==> config.mk <==
export PLATFORM = sky130hd
export DESIGN_NAME = dcil_top
export DESIGN_NICKNAME = d
export VERILOG_FILES = /design/src/rtl/dcil_top.v
export VERILOG_INCLUDE_DIRS = /design/src /design/src/rtl
export SDC_FILE = /design/constraint.sdc
export NUM_CORES = 1
export LEC_CHECK = 0
export BUFFER_PORTS_ARGS = -buffer_cell sky130_fd_sc_hd__buf_2
export CELL_PAD_IN_SITES_DETAIL_PLACEMENT = 1
export CELL_PAD_IN_SITES_GLOBAL_PLACEMENT = 2
export CORE_ASPECT_RATIO = 1.2
export CORE_UTILIZATION = 30
export DETAILED_ROUTE_END_ITERATION = 6
export GPL_ROUTABILITY_DRIVEN = 0
export PLACE_DENSITY = 0.73
export SETUP_SLACK_MARGIN = 0.05
export SYNTH_ARGS = -nofsm -noshare
export SYNTH_HDL_FRONTEND = slang
export SYNTH_SLANG_ARGS = --single-unit
==> constraint.sdc <==
create_clock -name MCLK_I -period 2.2 [get_ports MCLK_I]
set_input_delay 0.66 -clock MCLK_I [delete_from_list [all_inputs] [get_ports MCLK_I]]
set_output_delay 0.66 -clock MCLK_I [all_outputs]
set_load 0.02 [all_outputs]
==> src/rtl/dcil_defines.vh <==
// Notes on behaviour
// - a 1 written to enable-set low/high sets that enable bit; 0 leaves it
// - a 1 written to enable-clear low/high clears that enable bit; 0 leaves it
// - enable pair is read-only, changed only through set and clear registers
// - channel with completion irq option returns its completion code on completion
// - completion code n sets pending bit n, low half 0-31, high half 32-63
// - a set pending bit stays set until software clears it
// - pending halves read-only; 1 means code detected, 0 never seen or cleared
// - a 1 written to pending-clear low/high clears that pending bit; 0 no effect
// - reevaluate register exists globally and per shadow region, never gated
// - reevaluate bit 0 written 1 pulses interrupt if enabled pending bit set
// - reevaluate pulse goes to the interrupt of the copy that was written
`ifndef DCIL_DEFINES_VH
`define DCIL_DEFINES_VH

// ***********************************************
// register byte offsets
// ***********************************************
`define DCIL_OFS_ENA_LO 8'h00
`define DCIL_OFS_ENA_HI 8'h04
`define DCIL_OFS_ENA_CLR_LO 8'h08
`define DCIL_OFS_ENA_CLR_HI 8'h0C
`define DCIL_OFS_ENA_SET_LO 8'h10
`define DCIL_OFS_ENA_SET_HI 8'h14
`define DCIL_OFS_PEND_LO 8'h18
`define DCIL_OFS_PEND_HI 8'h1C
`define DCIL_OFS_PEND_CLR_LO 8'h20
`define DCIL_OFS_PEND_CLR_HI 8'h24
`define DCIL_OFS_REEVAL 8'h28
`define DCIL_OFS_IRQ_STAT 8'h30
`define DCIL_OFS_IRQ_MASK 8'h34
`define DCIL_OFS_SHADOW_BASE 8'h40
`define DCIL_SHADOW_STRIDE 8'h04

// ***********************************************
// field positions and reset values
// ***********************************************
`define DCIL_REEVAL_BIT 0
`define DCIL_CODE_HALF_BIT 5
`define DCIL_EV_NEW_PEND 0
`define DCIL_EV_DUP_CODE 1
`define DCIL_EV_REEVAL 2
`define DCIL_EV_WIDTH 3
`define DCIL_RST_HALF 32'h0000_0000
`define DCIL_RST_EV 3'h0
`define DCIL_RDATA_ZERO 32'h0000_0000

`endif

==> src/rtl/dcil_top.v <==
`timescale 1ns/1ps
`include "dcil_defines.vh"

module dcil_top #(
   parameter NUM_REGIONS = 4,
   parameter ADDR_WIDTH = 8
) (
   input wire MCLK_I,
   input wire RST_N_I,
   input wire [ADDR_WIDTH-1:0] AVS_ADDRESS_I,
   input wire AVS_READ_I,
   input wire AVS_WRITE_I,
   input wire [31:0] AVS_WRITEDATA_I,
   input wire [3:0] AVS_BYTEENABLE_I,
   output wire [31:0] AVS_READDATA_O,
   output wire AVS_WAITREQUEST_O,
   input wire TC_DONE_VALID_I,
   input wire [5:0] TC_COMPLETION_CODE_I,
   input wire EARLY_DONE_VALID_I,
   input wire [5:0] EARLY_COMPLETION_CODE_I,
   output wire COMP_INT_LEVEL_O,
   output wire COMP_INT_PULSE_O,
   output wire [NUM_REGIONS-1:0] REGION_INT_PULSE_O,
   output wire IRQ_O
);

   // ***********************************************
   // bus slave: one wait state on every access
   // ***********************************************
   reg ack_q;
   reg [31:0] rdata_q;
   reg [31:0] rdata_d;
   wire req = AVS_READ_I | AVS_WRITE_I;
   wire wr_acc = AVS_WRITE_I & ack_q;
   wire rd_acc = AVS_READ_I & ack_q;
   wire [31:0] be_mask = {{8{AVS_BYTEENABLE_I[3]}}, {8{AVS_BYTEENABLE_I[2]}},
                          {8{AVS_BYTEENABLE_I[1]}}, {8{AVS_BYTEENABLE_I[0]}}};
   wire [31:0] wdata = AVS_WRITEDATA_I & be_mask;

   assign AVS_WAITREQUEST_O = req & ~ack_q;
   assign AVS_READDATA_O = rdata_q;

   always @(posedge MCLK_I or negedge RST_N_I) begin
      if (!RST_N_I) begin
         ack_q <= 1'b0;
      end else begin
         ack_q <= req & ~ack_q;
      end
   end

   // ***********************************************
   // write decode, plus the status read decode
   // ***********************************************
   wire hit_ena_clr_lo = wr_acc && (AVS_ADDRESS_I == `DCIL_OFS_ENA_CLR_LO);
   wire hit_ena_clr_hi = wr_acc && (AVS_ADDRESS_I == `DCIL_OFS_ENA_CLR_HI);
   wire hit_ena_set_lo = wr_acc && (AVS_ADDRESS_I == `DCIL_OFS_ENA_SET_LO);
   wire hit_ena_set_hi = wr_acc && (AVS_ADDRESS_I == `DCIL_OFS_ENA_SET_HI);
   wire hit_pend_clr_lo = wr_acc && (AVS_ADDRESS_I == `DCIL_OFS_PEND_CLR_LO);
   wire hit_pend_clr_hi = wr_acc && (AVS_ADDRESS_I == `DCIL_OFS_PEND_CLR_HI);
   wire hit_reeval = wr_acc && (AVS_ADDRESS_I == `DCIL_OFS_REEVAL);
   wire hit_mask = wr_acc && (AVS_ADDRESS_I == `DCIL_OFS_IRQ_MASK);
   wire stat_rd = rd_acc && (AVS_ADDRESS_I == `DCIL_OFS_IRQ_STAT);

   // ***********************************************
   // enable pair, only reachable through set/clear
   // ***********************************************
   reg [31:0] ena_lo_q;
   reg [31:0] ena_hi_q;
   reg [31:0] ena_lo_d;
   reg [31:0] ena_hi_d;

   always @* begin
      ena_lo_d = ena_lo_q;
      ena_hi_d = ena_hi_q;
      // clear first so that a set in the same write burst is not undone
      if (hit_ena_clr_lo) begin
         ena_lo_d = ena_lo_d & ~wdata;
      end
      if (hit_ena_clr_hi) begin
         ena_hi_d = ena_hi_d & ~wdata;
      end
      if (hit_ena_set_lo) begin
         ena_lo_d = ena_lo_d | wdata;
      end
      if (hit_ena_set_hi) begin
         ena_hi_d = ena_hi_d | wdata;
      end
   end

   always @(posedge MCLK_I or negedge RST_N_I) begin
      if (!RST_N_I) begin
         ena_lo_q <= `DCIL_RST_HALF;
         ena_hi_q <= `DCIL_RST_HALF;
      end else begin
         ena_lo_q <= ena_lo_d;
         ena_hi_q <= ena_hi_d;
      end
   end

   // ***********************************************
   // completion code capture
   // ***********************************************
   // both sources may report in one cycle; each sets its own bit
   reg [63:0] code_hits;
   integer k;
   always @* begin
      code_hits = 64'h0000_0000_0000_0000;
      for (k = 0; k < 64; k = k + 1) begin
         if (TC_DONE_VALID_I && (TC_COMPLETION_CODE_I == k[5:0])) begin
            code_hits[k] = 1'b1;
         end
         if (EARLY_DONE_VALID_I && (EARLY_COMPLETION_CODE_I == k[5:0])) begin
            code_hits[k] = 1'b1;
         end
      end
   end

   // ***********************************************
   // pending pair
   // ***********************************************
   reg [63:0] pend_q;
   wire [63:0] pend_clr = {(hit_pend_clr_hi ? wdata : 32'h0000_0000),
                           (hit_pend_clr_lo ? wdata : 32'h0000_0000)};
   // set wins over a clear in the same cycle; no hardware clear exists
   wire [63:0] pend_d = (pend_q & ~pend_clr) | code_hits;

   always @(posedge MCLK_I or negedge RST_N_I) begin
      if (!RST_N_I) begin
         pend_q <= {`DCIL_RST_HALF, `DCIL_RST_HALF};
      end else begin
         pend_q <= pend_d;
      end
   end

   // ***********************************************
   // completion interrupt
   // ***********************************************
   wire [63:0] live = pend_q & {ena_hi_q, ena_lo_q};
   wire any_live = |live;
   wire any_pend = |pend_q;
   reg any_pend_q;
   reg any_live_q;
   reg glob_pulse_q;
   reg [NUM_REGIONS-1:0] reg_pulse_q;

   assign COMP_INT_LEVEL_O = any_live;
   assign COMP_INT_PULSE_O = glob_pulse_q;
   assign REGION_INT_PULSE_O = reg_pulse_q;

   // edge only when the pending set turns from empty to live; while any bit
   // stays pending no fresh edge comes, so the handler must reevaluate
   wire new_edge = any_live & ~any_live_q & ~any_pend_q;
   wire glob_reevaluate_trigger = hit_reeval & AVS_WRITEDATA_I[`DCIL_REEVAL_BIT] &
                    AVS_BYTEENABLE_I[0];

   always @(posedge MCLK_I or negedge RST_N_I) begin
      if (!RST_N_I) begin
         any_pend_q <= 1'b0;
         any_live_q <= 1'b0;
         glob_pulse_q <= 1'b0;
      end else begin
         any_pend_q <= any_pend;
         any_live_q <= any_live;
         glob_pulse_q <= new_edge | (glob_reevaluate_trigger & any_live);
      end
   end

   // shadow copies decode on their own, never behind region access enables
   wire [NUM_REGIONS-1:0] reg_reevaluate_trigger;
   genvar r;
   generate
      for (r = 0; r < NUM_REGIONS; r = r + 1) begin : g_region
         localparam [31:0] REG_OFS_W =
            `DCIL_OFS_SHADOW_BASE + r * `DCIL_SHADOW_STRIDE;
         assign reg_reevaluate_trigger[r] = wr_acc && (AVS_ADDRESS_I == REG_OFS_W[ADDR_WIDTH-1:0]) &&
                              AVS_WRITEDATA_I[`DCIL_REEVAL_BIT] &&
                              AVS_BYTEENABLE_I[0];
         always @(posedge MCLK_I or negedge RST_N_I) begin
            if (!RST_N_I) begin
               reg_pulse_q[r] <= 1'b0;
            end else begin
               reg_pulse_q[r] <= reg_reevaluate_trigger[r] & any_live;
            end
         end
      end
   endgenerate

   // ***********************************************
   // block event status, mask and irq line
   // ***********************************************
   reg [`DCIL_EV_WIDTH-1:0] ev_stat_q;
   reg [`DCIL_EV_WIDTH-1:0] ev_mask_q;
   wire [`DCIL_EV_WIDTH-1:0] ev_set;
   assign ev_set[`DCIL_EV_NEW_PEND] = |(code_hits & ~pend_q);
   assign ev_set[`DCIL_EV_DUP_CODE] = |(code_hits & pend_q);
   assign ev_set[`DCIL_EV_REEVAL] = glob_reevaluate_trigger | (|reg_reevaluate_trigger);

   always @(posedge MCLK_I or negedge RST_N_I) begin
      if (!RST_N_I) begin
         ev_stat_q <= `DCIL_RST_EV;
         ev_mask_q <= `DCIL_RST_EV;
      end else begin
         // set wins over the read that clears
         ev_stat_q <= (stat_rd ? `DCIL_RST_EV : ev_stat_q) | ev_set;
         if (hit_mask) begin
            ev_mask_q <= AVS_WRITEDATA_I[`DCIL_EV_WIDTH-1:0];
         end
      end
   end

   assign IRQ_O = |(ev_stat_q & ev_mask_q);

   // ***********************************************
   // read mux, sampled in the wait cycle
   // ***********************************************
   always @* begin
      rdata_d = `DCIL_RDATA_ZERO;
      if (AVS_ADDRESS_I == `DCIL_OFS_ENA_LO) begin
         rdata_d = ena_lo_q;
      end else if (AVS_ADDRESS_I == `DCIL_OFS_ENA_HI) begin
         rdata_d = ena_hi_q;
      end else if (AVS_ADDRESS_I == `DCIL_OFS_PEND_LO) begin
         rdata_d = pend_q[31:0];
      end else if (AVS_ADDRESS_I == `DCIL_OFS_PEND_HI) begin
         rdata_d = pend_q[63:32];
      end else if (AVS_ADDRESS_I == `DCIL_OFS_IRQ_STAT) begin
         rdata_d = {29'h000_0000, ev_stat_q};
      end else if (AVS_ADDRESS_I == `DCIL_OFS_IRQ_MASK) begin
         rdata_d = {29'h000_0000, ev_mask_q};
      end
   end

   always @(posedge MCLK_I or negedge RST_N_I) begin
      if (!RST_N_I) begin
         rdata_q <= `DCIL_RDATA_ZERO;
      end else if (AVS_READ_I & ~ack_q) begin
         rdata_q <= rdata_d;
      end
   end

endmodule // dcil_top

==> metrics.md <==
| Metric | Value |
|---|---|
| Crit. End Element | `output port` |
| Starting Density | `30.5%` |
| Core area | `0.0304 mm²` |
| Hold Vio Cnt, Final | `0` |
| Post-Syn Instances | `1020` |
| Hold/Removal Path Class | `in -> async` |
| Drt first pass iters | `7` |
| CTS tree | `yes` |
| Post-route core utilization | `45.7%` |
| Share of layout cells above drive strength 1 | `41.3%` |
| Die X-Extent | `162 µm` |
| Worst EP arrival | `2470 ps` |
| Gr ovfl total | `0` |
| Final std cells w/o fill | `1811` |
| Largest net degree at the start of global routing | `65` |
| PwrDens | `714 mW/mm²` |
| Place WS | `-956 ps` |
| Slew Limit Fails | `0` |
| Worst skew pair latency | `450 ps` |
| Total Wirelength | `50400 µm` |
| GR Util All Layers | `31.9%` |
| Failing checks | `DRC, setup timing` |
| Nets@finish | `1464` |
| DPL Wire Length | `37500 µm` |
| Via count | `10980` |
| Layout Skew | `10.2 ps` |
| Full die area | `0.0316 mm²` |
| Final worst path period need | `3130 ps` |
| Synth area leader | `dfrtp_1` |
| Max Freq | `0.319 GHz` |
| Final ANT Viol Nets | `0` |
| RSZ-0062 raised after global routing | `true` |
| Num rows | `70` |
| Most used flip-flop cell after synthesis | `dfrtp_1` |
| Worst Path Max Fanout | `2` |
| Remaining DRCs | `2` |
| Post-synth top cells | `o21ai_0, dfrtp_1, a22oi_1, nand2_1, inv_1` |
| Vias per cell | `6.06` |
| Reg clk slew, reported paths | `70 ps` |
| Initial DRC count | `1192` |
| IO Count | `102` |
| Top cells by area, synth | `dfrtp_1, o21ai_0, a22oi_1` |
| Crit-path slowest cell | `or4_4` |
| R2R depth | `9` |
| Data required time of the worst path | `1540 ps` |
| Worst r2r src | `ena_hi_q[4]` |
| Vias in the first global route | `11176` |
| Syn nets | `1082` |
| Placed insts | `1730` |
| Worst path bufs/invs | `2` |
| Mean post-synth cell area | `9.08 µm²` |
| CP startpoint kind | `flip-flop` |
| Worst-margin pin slew | `1100 ps` |
| Netlist Area Pre-Place | `0.00926 mm²` |
| Seq cells post-synth | `174` |
| Clock tree buffer depth | `2` |
| Max rail drop VDD | `0.584 mV` |
| Static Leak | `6.11 nW` |
| Final worst slack | `-932 ps` |
| CTS root buffer | `clkbuf_16` |
| Outcome | `finished with violations` |
| Initial antenna violation count | `1` |
| Count of final setup violators | `9` |
| Post-synth cell types | `45` |
| Area Growth Syn to Fin | `50.1%` |
| R2r setup slk | `-170 ps` |
| Die Height | `194 µm` |
| WL per Instance | `27.8 µm` |
| Clock sink total | `174` |
| I/O Buffers | `101` |
| Seq/Total Area, Yosys | `47.0%` |
| N_diodes | `0` |
| Max H-tree Level | `4` |
| First-pass GRT wire length | `73700 µm` |
| Num CTS Buffers | `17` |
| R2r endpoint | `REGION_INT_PULSE_O[1]` |
| Slowest stage delay, CP | `600 ps` |
| CP top delay family | `simple AND/OR/NAND/NOR gates` |
| Async SR Flop Fraction | `100%` |
| Post-synth EDFFs | `0` |
| Synth Warn # | `0` |
| Critical path class | `reg -> out` |
| Area share of the largest cell type after synthesis | `47.0%` |
| Worst rel slew slack | `26.0%` |
| Most common cell in the netlist | `o21ai_0` |
| Final cycle utilization of the critical path | `142%` |
| Max Cap Viol | `0` |
| Crit path cell chain | `a22o_1 -> a221oi_2 -> buf_4 -> nand4_1 -> or4_4 -> buf_6` |
final cells by class:
cell class / instances / area [µm²]
clock buffers: 20 / 457
clock inverters: 12 / 113
fillers: 3533 / 16500
inverters: 62 / 233
multi-input cells: 721 / 4900
flip-flops and latches: 174 / 4360
well taps: 396 / 495
repair buffers: 426 / 3330
worst register-to-register path, stage by stage (launching register included):
cell	delay [ps]
dfrtp_2	470
a22o_1	250
a221oi_2	200
buf_4	180
nand4_1	160
or4_4	600
buf_4	160
buf_6	110
nand2_4	70
nor2_1	50
how the worst max path moves through the flow:
stage / startpoint / end / slack (ps) / cells after the start
2_1_floorplan: EARLY_DONE_VALID_I / ev_stat_q[0] / -160 / 8
3_3_place_gp: TC_COMPLETION_CODE_I[2] / ev_stat_q[0] / -970 / 8
3_5_place_dp: TC_COMPLETION_CODE_I[2] / ev_stat_q[0] / -960 / 8
4_1_cts: pend_q[36] / COMP_INT_LEVEL_O / -930 / 6
5_1_grt: ena_hi_q[4] / COMP_INT_LEVEL_O / -1000 / 6
6_report: ena_hi_q[4] / COMP_INT_LEVEL_O / -930 / 6
where the power goes:
part           switching [mW]  internal [mW]
clock                    1.38           1.62
combinational            1.86           1.09
sequential              0.328           3.64
cell families after synthesis:
| kind of cell | count (synthesis) | synth area share, % |
|---|---|---|
| buffers and inverters | 125 | 5.66 |
| DFF | 174 | 47.0 |
| AOI/OAI and AO/OA | 455 | 31.8 |
| and+or+nand+nor | 263 | 15.2 |
| muxes | 3 | 0.365 |
per-stage QoR:
stage                     hold slack, ps  area [µm²]  power (mW)  TNS [ps]
after floorplan                      364        9530        5.02      -325
after global placement               514       12500        6.63    -11760
after detailed placement             533       12500        6.70    -16160
after CTS                            158       13700        9.77     -1430
after global routing                 169       13900        10.2     -2830
final                                145       13900        9.92     -2230
placed cells by master, fill, tap and decap left out, types with 6 or more instances in the layout:
cell and n:
clkbuf_16 17, o22ai_2 6, o22ai_1 52, inv_1 62, a31oi_1 32, nor2_1 49
a22oi_2 57, a22o_1 19, nor4b_2 6, nor4_1 23, dfrtp_1 171, buf_6 15
buf_12 21, o21ai_0 191, a221oi_1 12, nand4_1 10, buf_2 84, nor4_2 8
a22oi_1 67, a221oi_2 7, nand2_1 104, buf_4 304
per-layer routing:
layer	up-vias	global-route usage, %	wire (µm)
li1	4669	-	-
met1	5543	39.6	19700
met2	589	50.9	23500
met3	179	6.42	3760
met4	0	19.4	3320
met5	-	0	0
timing repair:
| item | in CTS | in global routing |
|---|---|---|
| setup endpoints to repair | 12 | 11 |
| buffers inserted | 34 | 14 |
| hold buffers | 0 | 0 |
| gates cloned | 1 | 0 |
| pin swaps | 46 | 29 |
| gates resized for setup | 73 | 24 |
(Power assumes the default switching activity.)
